`src/hdl/scc_regs.svh`:
```
// Purpose: Constants for the shared control and channel select registers
// Assumes: Byte-wide register access, 8-bit addresses
// Notes: Definitions only
`ifndef SCC_REGS_SVH
`define SCC_REGS_SVH
`define SCC_ADDR_STRAP_OBS   8'h00
`define SCC_ADDR_STATUS      8'h05
`define SCC_ADDR_DIAG        8'h06
`define SCC_ADDR_LOOPBACK    8'h07
`define SCC_ADDR_CHSEL       8'hFF
`define SCC_RST_DIAG         8'h00
`define SCC_RST_LOOPBACK     8'h04
`define SCC_RST_CHSEL        8'h00
`define SCC_DIAG_UNLOCK      4'hA
`define SCC_ST_EE_DONE       4
`define SCC_ST_IRQ_A         3
`define SCC_ST_IRQ_B         2
`define SCC_LB_B_TO_A        1
`define SCC_LB_A_TO_B        0
`define SCC_CS_LOCK_HI       7
`define SCC_CS_LOCK_LO       6
`define SCC_CS_PIN_IRQ       5
`define SCC_CS_BCAST         3
`define SCC_CS_CHAN_EN       2
`define SCC_CS_TGT_HI        1
`define SCC_CS_TGT_LO        0
`define SCC_LOCK_OR          2'h0
`define SCC_LOCK_A           2'h1
`define SCC_LOCK_B           2'h2
`define SCC_LOCK_AND         2'h3
`define SCC_STRAP_POL        0
`define SCC_DIAG_HI          3
`define SCC_DIAG_LO          0
`endif

```
`src/hdl/scc_pkg.sv`:
```
// Purpose: Types for the shared control register block
// Assumes: Nothing
// Notes: Types only
package scc_pkg;
  typedef struct packed {
    logic [7:0] diag_r;
    logic [7:0] loopback_r;
    logic [7:0] chsel_r;
    logic       ee_done_r;
    logic       irq_a_r;
    logic       irq_b_r;
    logic [3:0] strap_r;
    logic       strap_taken_r;
    logic       lock_pin_r;
    logic       los_irq_pin_r;
    logic [7:0] rdata_r;
  } scc_state_t;
endpackage : scc_pkg

```
`src/hdl/scc_shared_ctrl.sv`:
```
// Purpose: Shared control registers and channel select routing
// Assumes: Host access port is a decoded byte read/write strobe
// Notes: Per-channel register sets live outside this block
`include "scc_regs.svh"
`timescale 1ns/100ps
`default_nettype none
module scc_shared_ctrl (
  input  wire logic       mclk_in,
  input  wire logic       rst_b_in,
  input  wire logic [3:0] addr_strap_in,
  input  wire logic       wr_in,
  input  wire logic       rd_in,
  input  wire logic [7:0] addr_in,
  input  wire logic [7:0] wdata_in,
  input  wire logic [7:0] ch_rdata_in,
  input  wire logic       ee_load_done_in,
  input  wire logic       irq_a_in,
  input  wire logic       irq_b_in,
  input  wire logic       lock_a_in,
  input  wire logic       lock_b_in,
  input  wire logic       sig_absent_in,
  input  wire logic       irq_in,
  output logic [7:0]      rdata_out,
  output logic            ch_wr_a_out,
  output logic            ch_wr_b_out,
  output logic            ch_rd_out,
  output logic [1:0]      ch_tgt_out,
  output logic            lb_b_to_a_out,
  output logic            lb_a_to_b_out,
  output logic            lock_pin_out,
  output logic            signal_loss_or_irq_pin_out
);
  scc_pkg::scc_state_t st_r;
  scc_pkg::scc_state_t st_nxt;
  logic                shared_sel;
  logic                chan_sel;
  logic                chsel_wr;
  logic [1:0]          lock_fld;
  logic                strap_pol;
  logic                diag_open;

  // Lock pin source select with strap polarity
  function automatic logic lock_sel(input logic [1:0] fld, input logic a, input logic b,
                                    input logic inv);
    logic v;
    unique case (fld)
      `SCC_LOCK_OR:  v = a | b;
      `SCC_LOCK_A:   v = a;
      `SCC_LOCK_B:   v = b;
      `SCC_LOCK_AND: v = a & b;
    endcase
    return v ^ inv;
  endfunction : lock_sel

  assign lock_fld  = st_r.chsel_r[`SCC_CS_LOCK_HI:`SCC_CS_LOCK_LO];
  assign strap_pol = st_r.strap_r[`SCC_STRAP_POL];
  assign diag_open = (st_r.diag_r[`SCC_DIAG_HI:`SCC_DIAG_LO] == `SCC_DIAG_UNLOCK);

  assign chsel_wr   = wr_in && (addr_in == `SCC_ADDR_CHSEL);
  assign chan_sel   = st_r.chsel_r[`SCC_CS_CHAN_EN] && (addr_in != `SCC_ADDR_CHSEL);
  assign shared_sel = !chan_sel;
  assign ch_tgt_out = st_r.chsel_r[`SCC_CS_TGT_HI:`SCC_CS_TGT_LO];
  assign ch_rd_out  = rd_in && chan_sel;
  assign ch_wr_a_out = wr_in && chan_sel && !chsel_wr &&
                       (st_r.chsel_r[`SCC_CS_BCAST] || ch_tgt_out == 2'h0);
  assign ch_wr_b_out = wr_in && chan_sel && !chsel_wr &&
                       (st_r.chsel_r[`SCC_CS_BCAST] || ch_tgt_out == 2'h1);
  assign lb_b_to_a_out = st_r.loopback_r[`SCC_LB_B_TO_A];
  assign lb_a_to_b_out = st_r.loopback_r[`SCC_LB_A_TO_B];
  assign rdata_out     = st_r.rdata_r;
  assign lock_pin_out  = st_r.lock_pin_r;
  assign signal_loss_or_irq_pin_out = st_r.los_irq_pin_r;

  always_comb begin
    st_nxt = st_r;
    if (!st_r.strap_taken_r) begin
      st_nxt.strap_taken_r = 1'b1;
      st_nxt.strap_r       = addr_strap_in;
    end
    st_nxt.lock_pin_r    = lock_sel(lock_fld, lock_a_in, lock_b_in, strap_pol);
    st_nxt.los_irq_pin_r = st_r.chsel_r[`SCC_CS_PIN_IRQ] ? irq_in : sig_absent_in;
    if (ee_load_done_in) st_nxt.ee_done_r = 1'b1;
    if (irq_a_in) st_nxt.irq_a_r = 1'b1;
    if (irq_b_in) st_nxt.irq_b_r = 1'b1;
    if (chsel_wr) begin
      st_nxt.chsel_r = wdata_in;
    end else if (wr_in && shared_sel) begin
      unique case (addr_in)
        `SCC_ADDR_DIAG:     st_nxt.diag_r = wdata_in;
        `SCC_ADDR_LOOPBACK: st_nxt.loopback_r = wdata_in;
        default: ;
      endcase
    end
    st_nxt.rdata_r = 8'h00;
    if (rd_in && chan_sel) begin
      st_nxt.rdata_r = ch_rdata_in;
    end else if (rd_in) begin
      unique case (addr_in)
        `SCC_ADDR_STRAP_OBS:
          if (diag_open) st_nxt.rdata_r = {st_r.strap_r, 4'h0};
        `SCC_ADDR_STATUS:
          st_nxt.rdata_r = {3'h0, st_r.ee_done_r, st_r.irq_a_r, st_r.irq_b_r, 2'h0};
        `SCC_ADDR_DIAG:     st_nxt.rdata_r = st_r.diag_r;
        `SCC_ADDR_LOOPBACK: st_nxt.rdata_r = st_r.loopback_r;
        `SCC_ADDR_CHSEL:    st_nxt.rdata_r = st_r.chsel_r;
        default:            st_nxt.rdata_r = 8'h00;
      endcase
    end
  end

  always_ff @(posedge mclk_in) begin
    if (!rst_b_in) begin
      st_r            <= '0;
      st_r.diag_r     <= `SCC_RST_DIAG;
      st_r.loopback_r <= `SCC_RST_LOOPBACK;
      st_r.chsel_r    <= `SCC_RST_CHSEL;
    end else begin
      st_r <= st_nxt;
    end
  end

  a_ee_flag_set: assert property (@(posedge mclk_in) disable iff (!rst_b_in)
    ee_load_done_in |=> st_r.ee_done_r) else $error("load flag not set");
  a_irq_flags: assert property (@(posedge mclk_in) disable iff (!rst_b_in)
    irq_a_in && irq_b_in |=> st_r.irq_a_r && st_r.irq_b_r) else $error("irq flag lost");
  a_strap_hidden: assert property (@(posedge mclk_in) disable iff (!rst_b_in)
    rd_in && shared_sel && addr_in == `SCC_ADDR_STRAP_OBS && !diag_open
    |=> rdata_out == 8'h00) else $error("strap leaked");
  a_strap_shown: assert property (@(posedge mclk_in) disable iff (!rst_b_in)
    rd_in && shared_sel && addr_in == `SCC_ADDR_STRAP_OBS && diag_open
    |=> rdata_out == {$past(st_r.strap_r), 4'h0}) else $error("strap not shown");

  // Loopback controls
  a_loop_write: assert property (@(posedge mclk_in) disable iff (!rst_b_in)
    wr_in && shared_sel && addr_in == `SCC_ADDR_LOOPBACK
    |=> lb_a_to_b_out == $past(wdata_in[`SCC_LB_A_TO_B])) else $error("loopback not written");
  a_loop_b_to_a: assert property (@(posedge mclk_in) disable iff (!rst_b_in)
    wr_in && shared_sel && addr_in == `SCC_ADDR_LOOPBACK
    |=> lb_b_to_a_out == $past(wdata_in[`SCC_LB_B_TO_A])) else $error("loopback b bad");

  // Lock pin, strap low
  a_lock_or: assert property (@(posedge mclk_in) disable iff (!rst_b_in)
    lock_fld == `SCC_LOCK_OR && !strap_pol && $stable(st_r.chsel_r)
    |=> lock_pin_out == ($past(lock_a_in) | $past(lock_b_in))) else $error("lock or bad");
  a_lock_chan_a: assert property (@(posedge mclk_in) disable iff (!rst_b_in)
    lock_fld == `SCC_LOCK_A && !strap_pol && $stable(st_r.chsel_r)
    |=> lock_pin_out == $past(lock_a_in)) else $error("lock a bad");
  a_lock_chan_b: assert property (@(posedge mclk_in) disable iff (!rst_b_in)
    lock_fld == `SCC_LOCK_B && !strap_pol && $stable(st_r.chsel_r)
    |=> lock_pin_out == $past(lock_b_in)) else $error("lock b bad");
  a_lock_and: assert property (@(posedge mclk_in) disable iff (!rst_b_in)
    lock_fld == `SCC_LOCK_AND && !strap_pol && $stable(st_r.chsel_r)
    |=> lock_pin_out == ($past(lock_a_in) & $past(lock_b_in))) else $error("lock and bad");

  // Lock pin, strap high
  a_lock_nor: assert property (@(posedge mclk_in) disable iff (!rst_b_in)
    lock_fld == `SCC_LOCK_OR && strap_pol && $stable(st_r.chsel_r)
    |=> lock_pin_out == !($past(lock_a_in) | $past(lock_b_in))) else $error("lock nor bad");
  a_lock_inv_a: assert property (@(posedge mclk_in) disable iff (!rst_b_in)
    lock_fld == `SCC_LOCK_A && strap_pol && $stable(st_r.chsel_r)
    |=> lock_pin_out == !$past(lock_a_in)) else $error("lock not a bad");
  a_lock_inv_b: assert property (@(posedge mclk_in) disable iff (!rst_b_in)
    lock_fld == `SCC_LOCK_B && strap_pol && $stable(st_r.chsel_r)
    |=> lock_pin_out == !$past(lock_b_in)) else $error("lock not b bad");
  a_lock_nand: assert property (@(posedge mclk_in) disable iff (!rst_b_in)
    lock_fld == `SCC_LOCK_AND && strap_pol && $stable(st_r.chsel_r)
    |=> lock_pin_out == !($past(lock_a_in) & $past(lock_b_in))) else $error("lock nand bad");

  // Shared status pin function
  a_pin_mux: assert property (@(posedge mclk_in) disable iff (!rst_b_in)
    st_r.chsel_r[`SCC_CS_PIN_IRQ]
    |=> signal_loss_or_irq_pin_out == $past(irq_in)) else $error("pin mux bad");
  a_pin_los: assert property (@(posedge mclk_in) disable iff (!rst_b_in)
    !st_r.chsel_r[`SCC_CS_PIN_IRQ]
    |=> signal_loss_or_irq_pin_out == $past(sig_absent_in)) else $error("pin los bad");

  // Channel routing
  a_bcast_wr: assert property (@(posedge mclk_in) disable iff (!rst_b_in)
    wr_in && chan_sel && st_r.chsel_r[`SCC_CS_BCAST]
    |-> ch_wr_a_out && ch_wr_b_out) else $error("no bcast");
  a_bcast_none: assert property (@(posedge mclk_in) disable iff (!rst_b_in)
    wr_in && chan_sel && !st_r.chsel_r[`SCC_CS_BCAST]
    |-> !(ch_wr_a_out && ch_wr_b_out)) else $error("stray bcast");
  a_chan_rd_data: assert property (@(posedge mclk_in) disable iff (!rst_b_in)
    ch_rd_out |=> rdata_out == $past(ch_rdata_in)) else $error("chan read lost");
  a_shared_route: assert property (@(posedge mclk_in) disable iff (!rst_b_in)
    !st_r.chsel_r[`SCC_CS_CHAN_EN]
    |-> !ch_rd_out && !ch_wr_a_out && !ch_wr_b_out) else $error("chan hit in shared");
  a_tgt_a_wr: assert property (@(posedge mclk_in) disable iff (!rst_b_in)
    wr_in && chan_sel && !st_r.chsel_r[`SCC_CS_BCAST] && ch_tgt_out == 2'h0
    |-> ch_wr_a_out && !ch_wr_b_out) else $error("target a bad");
  a_tgt_b_wr: assert property (@(posedge mclk_in) disable iff (!rst_b_in)
    wr_in && chan_sel && !st_r.chsel_r[`SCC_CS_BCAST] && ch_tgt_out == 2'h1
    |-> ch_wr_b_out && !ch_wr_a_out) else $error("target b bad");

  // Channel select register
  a_chsel_wr: assert property (@(posedge mclk_in) disable iff (!rst_b_in)
    wr_in && addr_in == `SCC_ADDR_CHSEL
    |-> !ch_wr_a_out && !ch_wr_b_out ##1 st_r.chsel_r == $past(wdata_in))
    else $error("chsel write lost");
  a_chsel_rd: assert property (@(posedge mclk_in) disable iff (!rst_b_in)
    rd_in && addr_in == `SCC_ADDR_CHSEL
    |=> rdata_out == $past(st_r.chsel_r)) else $error("chsel read bad");

  // Status flags
  a_status_ro: assert property (@(posedge mclk_in) disable iff (!rst_b_in)
    st_r.ee_done_r |=> st_r.ee_done_r) else $error("status cleared");
  a_status_wr_ign: assert property (@(posedge mclk_in) disable iff (!rst_b_in)
    wr_in && shared_sel && addr_in == `SCC_ADDR_STATUS && !ee_load_done_in
    |=> st_r.ee_done_r == $past(st_r.ee_done_r)) else $error("status written");

  c_bcast: cover property (@(posedge mclk_in) ch_wr_a_out && ch_wr_b_out);
  c_strap_rd: cover property (@(posedge mclk_in) rd_in && shared_sel &&
    addr_in == `SCC_ADDR_STRAP_OBS && diag_open);
  c_chan_rd: cover property (@(posedge mclk_in) ch_rd_out);
  c_lock_inv: cover property (@(posedge mclk_in) rst_b_in && strap_pol &&
    lock_fld == `SCC_LOCK_AND);
  c_pin_irq: cover property (@(posedge mclk_in) rst_b_in && st_r.chsel_r[`SCC_CS_PIN_IRQ]);
endmodule : scc_shared_ctrl
`default_nettype wire

```
`config.mk`:
```
export PLATFORM = sky130hd
export DESIGN_NAME = scc_shared_ctrl
export DESIGN_NICKNAME = d
export VERILOG_FILES = /design/src/hdl/scc_pkg.sv /design/src/hdl/scc_shared_ctrl.sv
export VERILOG_INCLUDE_DIRS = /design/src /design/src/hdl
export SDC_FILE = /design/constraint.sdc
export NUM_CORES = 1
export LEC_CHECK = 0
export ABC_AREA = 0
export CORE_MARGIN = 2
export CORE_UTILIZATION = 40
export CTS_CLUSTER_DIAMETER = 60
export DETAILED_ROUTE_END_ITERATION = 16
export DONT_BUFFER_PORTS = 1
export GPL_TIMING_DRIVEN = 0
export HOLD_SLACK_MARGIN = 0.08
export PLACE_DENSITY = 0.6
export RECOVER_POWER = 50
export SLEW_MARGIN = 25
export SYNTH_ARGS = -nofsm -noshare
export SYNTH_HDL_FRONTEND = slang
export SYNTH_SLANG_ARGS = --single-unit
```
`constraint.sdc`:
```
create_clock -name mclk_in -period 2.9 [get_ports mclk_in]
set_clock_uncertainty 0.05 [all_clocks]
set_input_delay 0.435 -clock mclk_in [delete_from_list [all_inputs] [get_ports mclk_in]]
set_output_delay 0.435 -clock mclk_in [all_outputs]
set_load 0.01 [all_outputs]
```
==> impl_metrics.csv, run 1 <==
group,metric,value,unit
yosys,synth_compound_area_frac,0.108,
global_route,grtUsageMet2,0.277,
sta,hold_viol_final,0,
pwr,power.density,476,nW/um^2
setup_path,worst_r2r_endpoint,"rdata_out[4]",
pwr,peakVddDrop,0.272,mV
detailed_routing,postRouteAntennaNets,0,
yosys,synth_top_flop_cell,"dfxtp_1",
place,dpl_cell_area,2110,sq um
sta,final_max_slew_viol_count,0,
setup_path,worstPathArrival,2390,ps
detailed_routing,vias,1429,
clocking,clock_path_buffers,2,
yosys,ys_seq_elements,42,
setup_path,critPathMaxFanout,10,
global_route,use_met3,0.0602,
yosys,synth_edf_count,0,
clocking,cts_resized,0,
sta,relSlewSlack,0.349,
detailed_routing,first_iter_violations,66,
setup_path,start_kind,"input pin",
yosys,synth_nets,237,
global_route,grt_pass1_wl,7220,microns
clocking,cts_root_buffer,"clkbuf_8",
detailed_routing,wire_per_inst,17.1,microns
pwr,power,1.01,mW
global_route,antenna_found_initial,0,
sta,min_period_over_period,0.778,
flow_run,drv_cap,0,
place,io_buffers,0,
sta,fmax,443,MHz
pwr,p_leak,0.739,nW
hold_path,hold_path_startpoint,"rst_b_in",
hold_path,hold_class,"input pin to flip-flop",
clocking,clkLatencyLatePin,290,ps
hold_path,hold_end,"st_r[10]",
floorplanning,initial_utilization,0.423,
finish,area_growth,5.19,%
clocking,cts_sinks,42,
clocking,path_clk_slew,70,ps
detailed_routing,routed_wl,4640,microns
finish,n_antenna_cell,0,
sta,finalCriticalPeriod,2260,ps
global_route,grt_usage,0.177,
sta,setup_viol,0,
setup_path,startpoint,"addr_in[2]",
setup_path,cp.required,3030,ps
setup_path,critPathKind,"input pin to flip-flop",
global_route,grt_busiest_layer,"met2",
yosys,synthAdderAreaFrac,0,
floorplanning,die_height,75.1,microns
clocking,postCtsSetupBuffers,0,
clocking,numCtsBuffers,5,
detailed_routing,first_pass_iters,4,
outcome,status,"finished clean",
setup_path,end_kind,"flip-flop",
clocking,cts_tree,"yes",
place,hpwlAfterDp,3590,microns
yosys,synthTopCellsByArea,"dfxtp_1, mux2i_1, nor2b_1, buf_4, mux2_2",
yosys,yosysTopAreaCell,"dfxtp_1",
yosys,postSynthCellCount,198,
yosys,avgSynthCellArea,10.2,sq um
floorplanning,dieArea,5640,sq um
global_route,gr-usage-met1,0.225,
finish,fin_area,2130,sq um
global_route,grt_pass1_vias,1437,
place,gp_congestion,0.843,
yosys,synthXorXnorAreaFrac,0.00866,
yosys,yosysTopAreaCellShare,0.416,
yosys,syn_area,2020,sq um
detailed_routing,drc,0,
floorplanning,io_pins,56,
yosys,synth_cell_types,41,
sta,rsz0062_at_grt,"no",
hold_path,holdPathStages,0,
setup_path,timing.rr.start,"st_r[36]",
yosys,yosys.area_share.simple,0.208,
global_route,overflow,0,
floorplanning,rows,25,
yosys,seq_area_frac_synth,0.416,
sta,worst_pin_slew,962,ps
yosys,ys.warnings.count,0,
yosys,synth_mux_area_frac,0.186,
setup_path,reg2reg_slack,850,ps
clocking,hold_buffers,0,
setup_path,r2r_cells,5,
finish,drive_gt1_frac,0.0980,
yosys,synth_top_family_by_area,"simple AND/OR/NAND/NOR gates",
detailed_routing,vias_per_cell,5.27,
sta,tns,0,ps
floorplanning,die_x,75.1,microns
clocking,htreeDepth,2,
global_route,grt_max_degree,12,
floorplanning,core_area,4790,sq um
yosys,synth-async-reset-ratio,0,
finish,nets,244,
[layout make-up]
type / instances / area [sq um]
Buffer: 21 / 88.8
Clock buffer: 6 / 82.6
Fill cell: 482 / 2660
Inverter: 4 / 15.0
Multi-Input combinational cell: 131 / 1020
Sequential cell: 42 / 841
Tap cell: 67 / 83.8
[metal layers]
layer	up-vias	part of all wire
met3	6	0.088
met2	56	0.46
li1	707	-
met1	660	0.44
met5	-	0
met4	0	0.011
[flip-flops by register name, indices dropped and copies added (netlist names)]
name / flops
lock_fld: 2
signal_loss_or_irq_pin_out: 1
st_r: 26
lb_b_to_a_out: 1
rdata_out: 8
lock_pin_out: 1
ch_tgt_out: 2
lb_a_to_b_out: 1
[cell usage after synthesis, types with 2 or more instances]
cell        n
o2bb2ai_1   3
nand2_1     4
nor2b_1    31
inv_1       4
clkbuf_1    6
dfxtp_1    42
and2_1      2
buf_2       2
nand3_1     2
mux2i_1    32
a22oi_1     2
mux2_2      5
nor3_1      4
o21ai_0     3
a22o_1      6
a211oi_1    2
buf_4      10
nor2_1      9
buf_6       2
a221oi_1    4
o21a_1      3
[power breakdown]
group	switching, mW	total [mW]	internal (mW)	leakage [nW]
combinational	0.0261	0.0519	0.0259	0.355
sequential	0.00685	0.593	0.586	0.341
clock	0.185	0.368	0.184	0.0431
[placed cells by master, fill, tap and decap left out, drive strengths merged, types with 3 or more instances in the layout]
| cell | count |
|---|---|
| mux2i | 32 |
| o21ai | 3 |
| inv | 4 |
| o2bb2ai | 3 |
| buf | 4 |
| clkbuf | 23 |
| o21a | 3 |
| a22o | 6 |
| nand2 | 5 |
| a221oi | 4 |
| nor2 | 9 |
| dfxtp | 42 |
| nor2b | 31 |
| nor3 | 5 |
| mux2 | 5 |
[critical path: stages]
cell,delay [ps]
nand2_2,100
nor3_1,800
and2_0,220
clkbuf_1,490
mux2i_1,280
nor2b_1,70
[through the flow]
stage	util	cells	hold WS, ps	setup WS (ps)
finish	0.445	271	115	643
global route	0.445	271	93.1	410
CTS	0.458	271	106	901
detailed placement	0.440	265	413	817
global placement	0.440	265	398	927
floorplan	-	198	386	1090
[kinds of logic (layout without fill, tap and decap cells)]
logic type / after synthesis / after routing
and+or+nand+nor: 65 / 65
DFF: 42 / 42
muxes: 37 / 37
AOI/OAI and AO/OA: 27 / 27
buffers and inverters: 25 / 31
xor gates and xnor gates: 2 / 2
[worst max path at each step]
stage,end,slack [ps],cells past startpoint
6_report,st_r[20],640,6
5_1_grt,st_r[23],410,6
4_1_cts,rdata_out[4],900,5
3_5_place_dp,rdata_out[4],820,5
3_3_place_gp,rdata_out[4],930,5
2_1_floorplan,st_r[34],1090,6
Note: power is estimated with default switching activity, not from simulation.
==> run 2, diff against run 1 <==
--- a/config.mk
+++ b/config.mk
@@ -6,7 +6,7 @@
 export SDC_FILE = /design/constraint.sdc
 export NUM_CORES = 1
 export LEC_CHECK = 0
-export ABC_AREA = 0
+export ABC_AREA = 1
 export CORE_MARGIN = 2
 export CORE_UTILIZATION = 40
 export CTS_CLUSTER_DIAMETER = 60
==> constraint.sdc (replaced) <==
create_clock -name mclk_in -period 2.2 [get_ports mclk_in]
set_clock_uncertainty 0.05 [all_clocks]
set_input_delay 0.33 -clock mclk_in [delete_from_list [all_inputs] [get_ports mclk_in]]
set_output_delay 0.33 -clock mclk_in [all_outputs]
set_load 0.01 [all_outputs]
==> impl_metrics.csv, run 2 <==
group,metric,value,unit
floorplanning,die_x,75.3,microns
yosys,yosys.area_share.simple,0.282,
yosys,avgSynthCellArea,7.65,sq um
sta,relSlewSlack,0.674,
detailed_routing,first_iter_violations,56,
clocking,numCtsBuffers,5,
floorplanning,io_pins,56,
finish,area_growth,7.01,%
clocking,postCtsSetupBuffers,0,
finish,final_cell_mix,"dfxtp_1, nand3_1, o21ai_0",
yosys,synthXorXnorAreaFrac,0,
global_route,overflow,0,
yosys,syn_area,2040,sq um
clocking,clkLatencyLatePin,290,ps
pwr,p_leak,0.908,nW
finish,largest_reg_flops,26,
yosys,synthTopCellsByArea,"dfxtp_1, nand3_1, o21ai_0, a21oi_1, inv_1",
sta,min_period_over_period,0.825,
place,io_buffers,0,
sta,fin_hold_ws,100,ps
sta,hold_viol_final,0,
sta,tns,0,ps
floorplanning,dieArea,5680,sq um
outcome,status,"finished clean",
floorplanning,rows,25,
detailed_routing,postRouteAntennaNets,0,
yosys,synth_nets,305,
sta,worst_pin_slew,485,ps
setup_path,critPathKind,"input pin to output pin",
yosys,synth_cell_types,25,
setup_path,start_kind,"input pin",
clocking,clock_path_buffers,2,
yosys,synth_top_flop_cell,"dfxtp_1",
clocking,path_clk_slew,70,ps
setup_path,cp.required,1820,ps
place,hpwlAfterDp,3610,microns
yosys,synth_edf_count,0,
finish,nFillCells,533,
yosys,synth_common_cells,"dfxtp_1, nand3_1, o21ai_0",
global_route,grt_pass1_wl,7400,microns
finish,n_antenna_cell,0,
yosys,synth_mux_area_frac,0,
yosys,yosysMostFrequentCell,"dfxtp_1",
yosys,yosysTopAreaCell,"dfxtp_1",
global_route,grt_max_degree,13,
detailed_routing,wire_per_inst,13.5,microns
sta,rsz0062_at_grt,"no",
finish,nets,313,
detailed_routing,drc,0,
floorplanning,die_height,75.3,microns
clocking,htreeDepth,2,
finish,layout_commonest_cell,"dfxtp_1",
yosys,synth_compound_area_frac,0.178,
global_route,grt_usage,0.176,
yosys,synthAdderAreaFrac,0,
setup_path,critPathMaxFanout,10,
clocking,cts_root_buffer,"clkbuf_8",
yosys,postSynthCellCount,266,
yosys,synth-async-reset-ratio,0,
global_route,antenna_found_initial,0,
sta,setup_viol,0,
yosys,synth_top_family_by_area,"simple AND/OR/NAND/NOR gates",
detailed_routing,routed_wl,4620,microns
pwr,peakVddDrop,0.266,mV
pwr,power.density,629,nW/um^2
detailed_routing,first_pass_iters,4,
place,gp_congestion,0.892,
clocking,cts_tree,"yes",
sta,fmax,551,MHz
finish,drive_gt1_frac,0.109,
finish,regMostFlops,"st_r",
global_route,grt_pass1_vias,1508,
sta,finalCriticalPeriod,1820,ps
yosys,ys.warnings.count,0,
yosys,ys_seq_elements,42,
clocking,cts_sinks,42,
detailed_routing,vias,1712,
yosys,yosysTopAreaCellShare,0.413,
hold_path,hold_class,"input pin to flip-flop",
yosys,seq_area_frac_synth,0.413,
flow_run,drv_cap,0,
detailed_routing,vias_per_cell,5.01,
floorplanning,core_area,4820,sq um
floorplanning,initial_utilization,0.423,
clocking,cts_resized,0,
sta,final_max_slew_viol_count,0,
setup_path,worstPathArrival,1440,ps
setup_path,end_kind,"output pin",
-- run 2: changes by cell type after synthesis, sizes merged, moves of 27 or more --
cell / before / now
nand2: 5 / 32
nand3: 2 / 33
o21ai: 3 / 35
mux2i: 32 / 0
nor2b: 31 / 0
nor2: 9 / 36
a21oi: 1 / 29
-- run 2: logic make-up after synthesis --
| family | count (synthesis) |
|---|---|
| AO/OA/AOI/OAI | 69 |
| buffers and inverters | 48 |
| flip-flops | 42 |
| AND/OR/NAND/NOR | 107 |
-- run 2: where the power goes --
part,total [mW],switching (mW),internal (mW)
Combinational,0.0744,0.0500,0.0244
Clock,0.512,0.259,0.253
Sequential,0.784,0.0106,0.773
-- run 2: metal layers --
metal,wire length [microns],vias up,track usage
met5,0,-,0
met4,68,0,0.0526
met3,354,7,0.0622
met2,1960,46,0.252
met1,2240,769,0.249
li1,-,890,-
-- run 2: path summary, 6_finish.rpt --
check	to	cells after the start	startpoint	slack, ps
max	ch_wr_a_out	7	addr_in[1]	380
min reg2reg	st_r[22]	2	st_r[22]	410
max reg2reg	st_r[41]	6	st_r[20]	810
min	st_r[16]	2	irq_a_in	100
-- run 2: final cells by class --
| class | count | area, sq um | area share |
|---|---|---|---|
| inverters | 29 | 109 | 0.0500 |
| clock inverters | 1 | 5.00 | 0.00230 |
| multi-input cells | 176 | 930 | 0.427 |
| plain buffers | 19 | 114 | 0.0523 |
| flip-flops and latches | 42 | 841 | 0.386 |
| well taps | 67 | 83.8 | 0.0385 |
| clock buffers | 7 | 86.3 | 0.0396 |
| repair buffers | 1 | 10.0 | 0.00460 |
-- run 2: repair_timing --
action                                  CTS  global route
hold endpoints to repair                  1             0
endpoints found under the setup margin    0             0
hold buffers                              1             0
-- run 2: through the flow --
stage | std cells | total power [mW] | worst slack, ps | cell area, sq um | util
after floorplan | 266 | 0.859 | 623 | 2040 | -
after global placement | 333 | 0.874 | 527 | 2120 | 0.440
after detailed placement | 333 | 0.875 | 529 | 2120 | 0.440
after CTS | 342 | 1.38 | 461 | 2220 | 0.461
after global routing | 342 | 1.43 | 316 | 2180 | 0.452
final | 342 | 1.37 | 384 | 2180 | 0.452
-- run 2: worst max-delay path: stages --
cell and delay (ps):
nand2_1 200, nor2_4 50, nand2_1 170, buf_6 180, nand2_8 60, buf_8 140
nor3_1 290
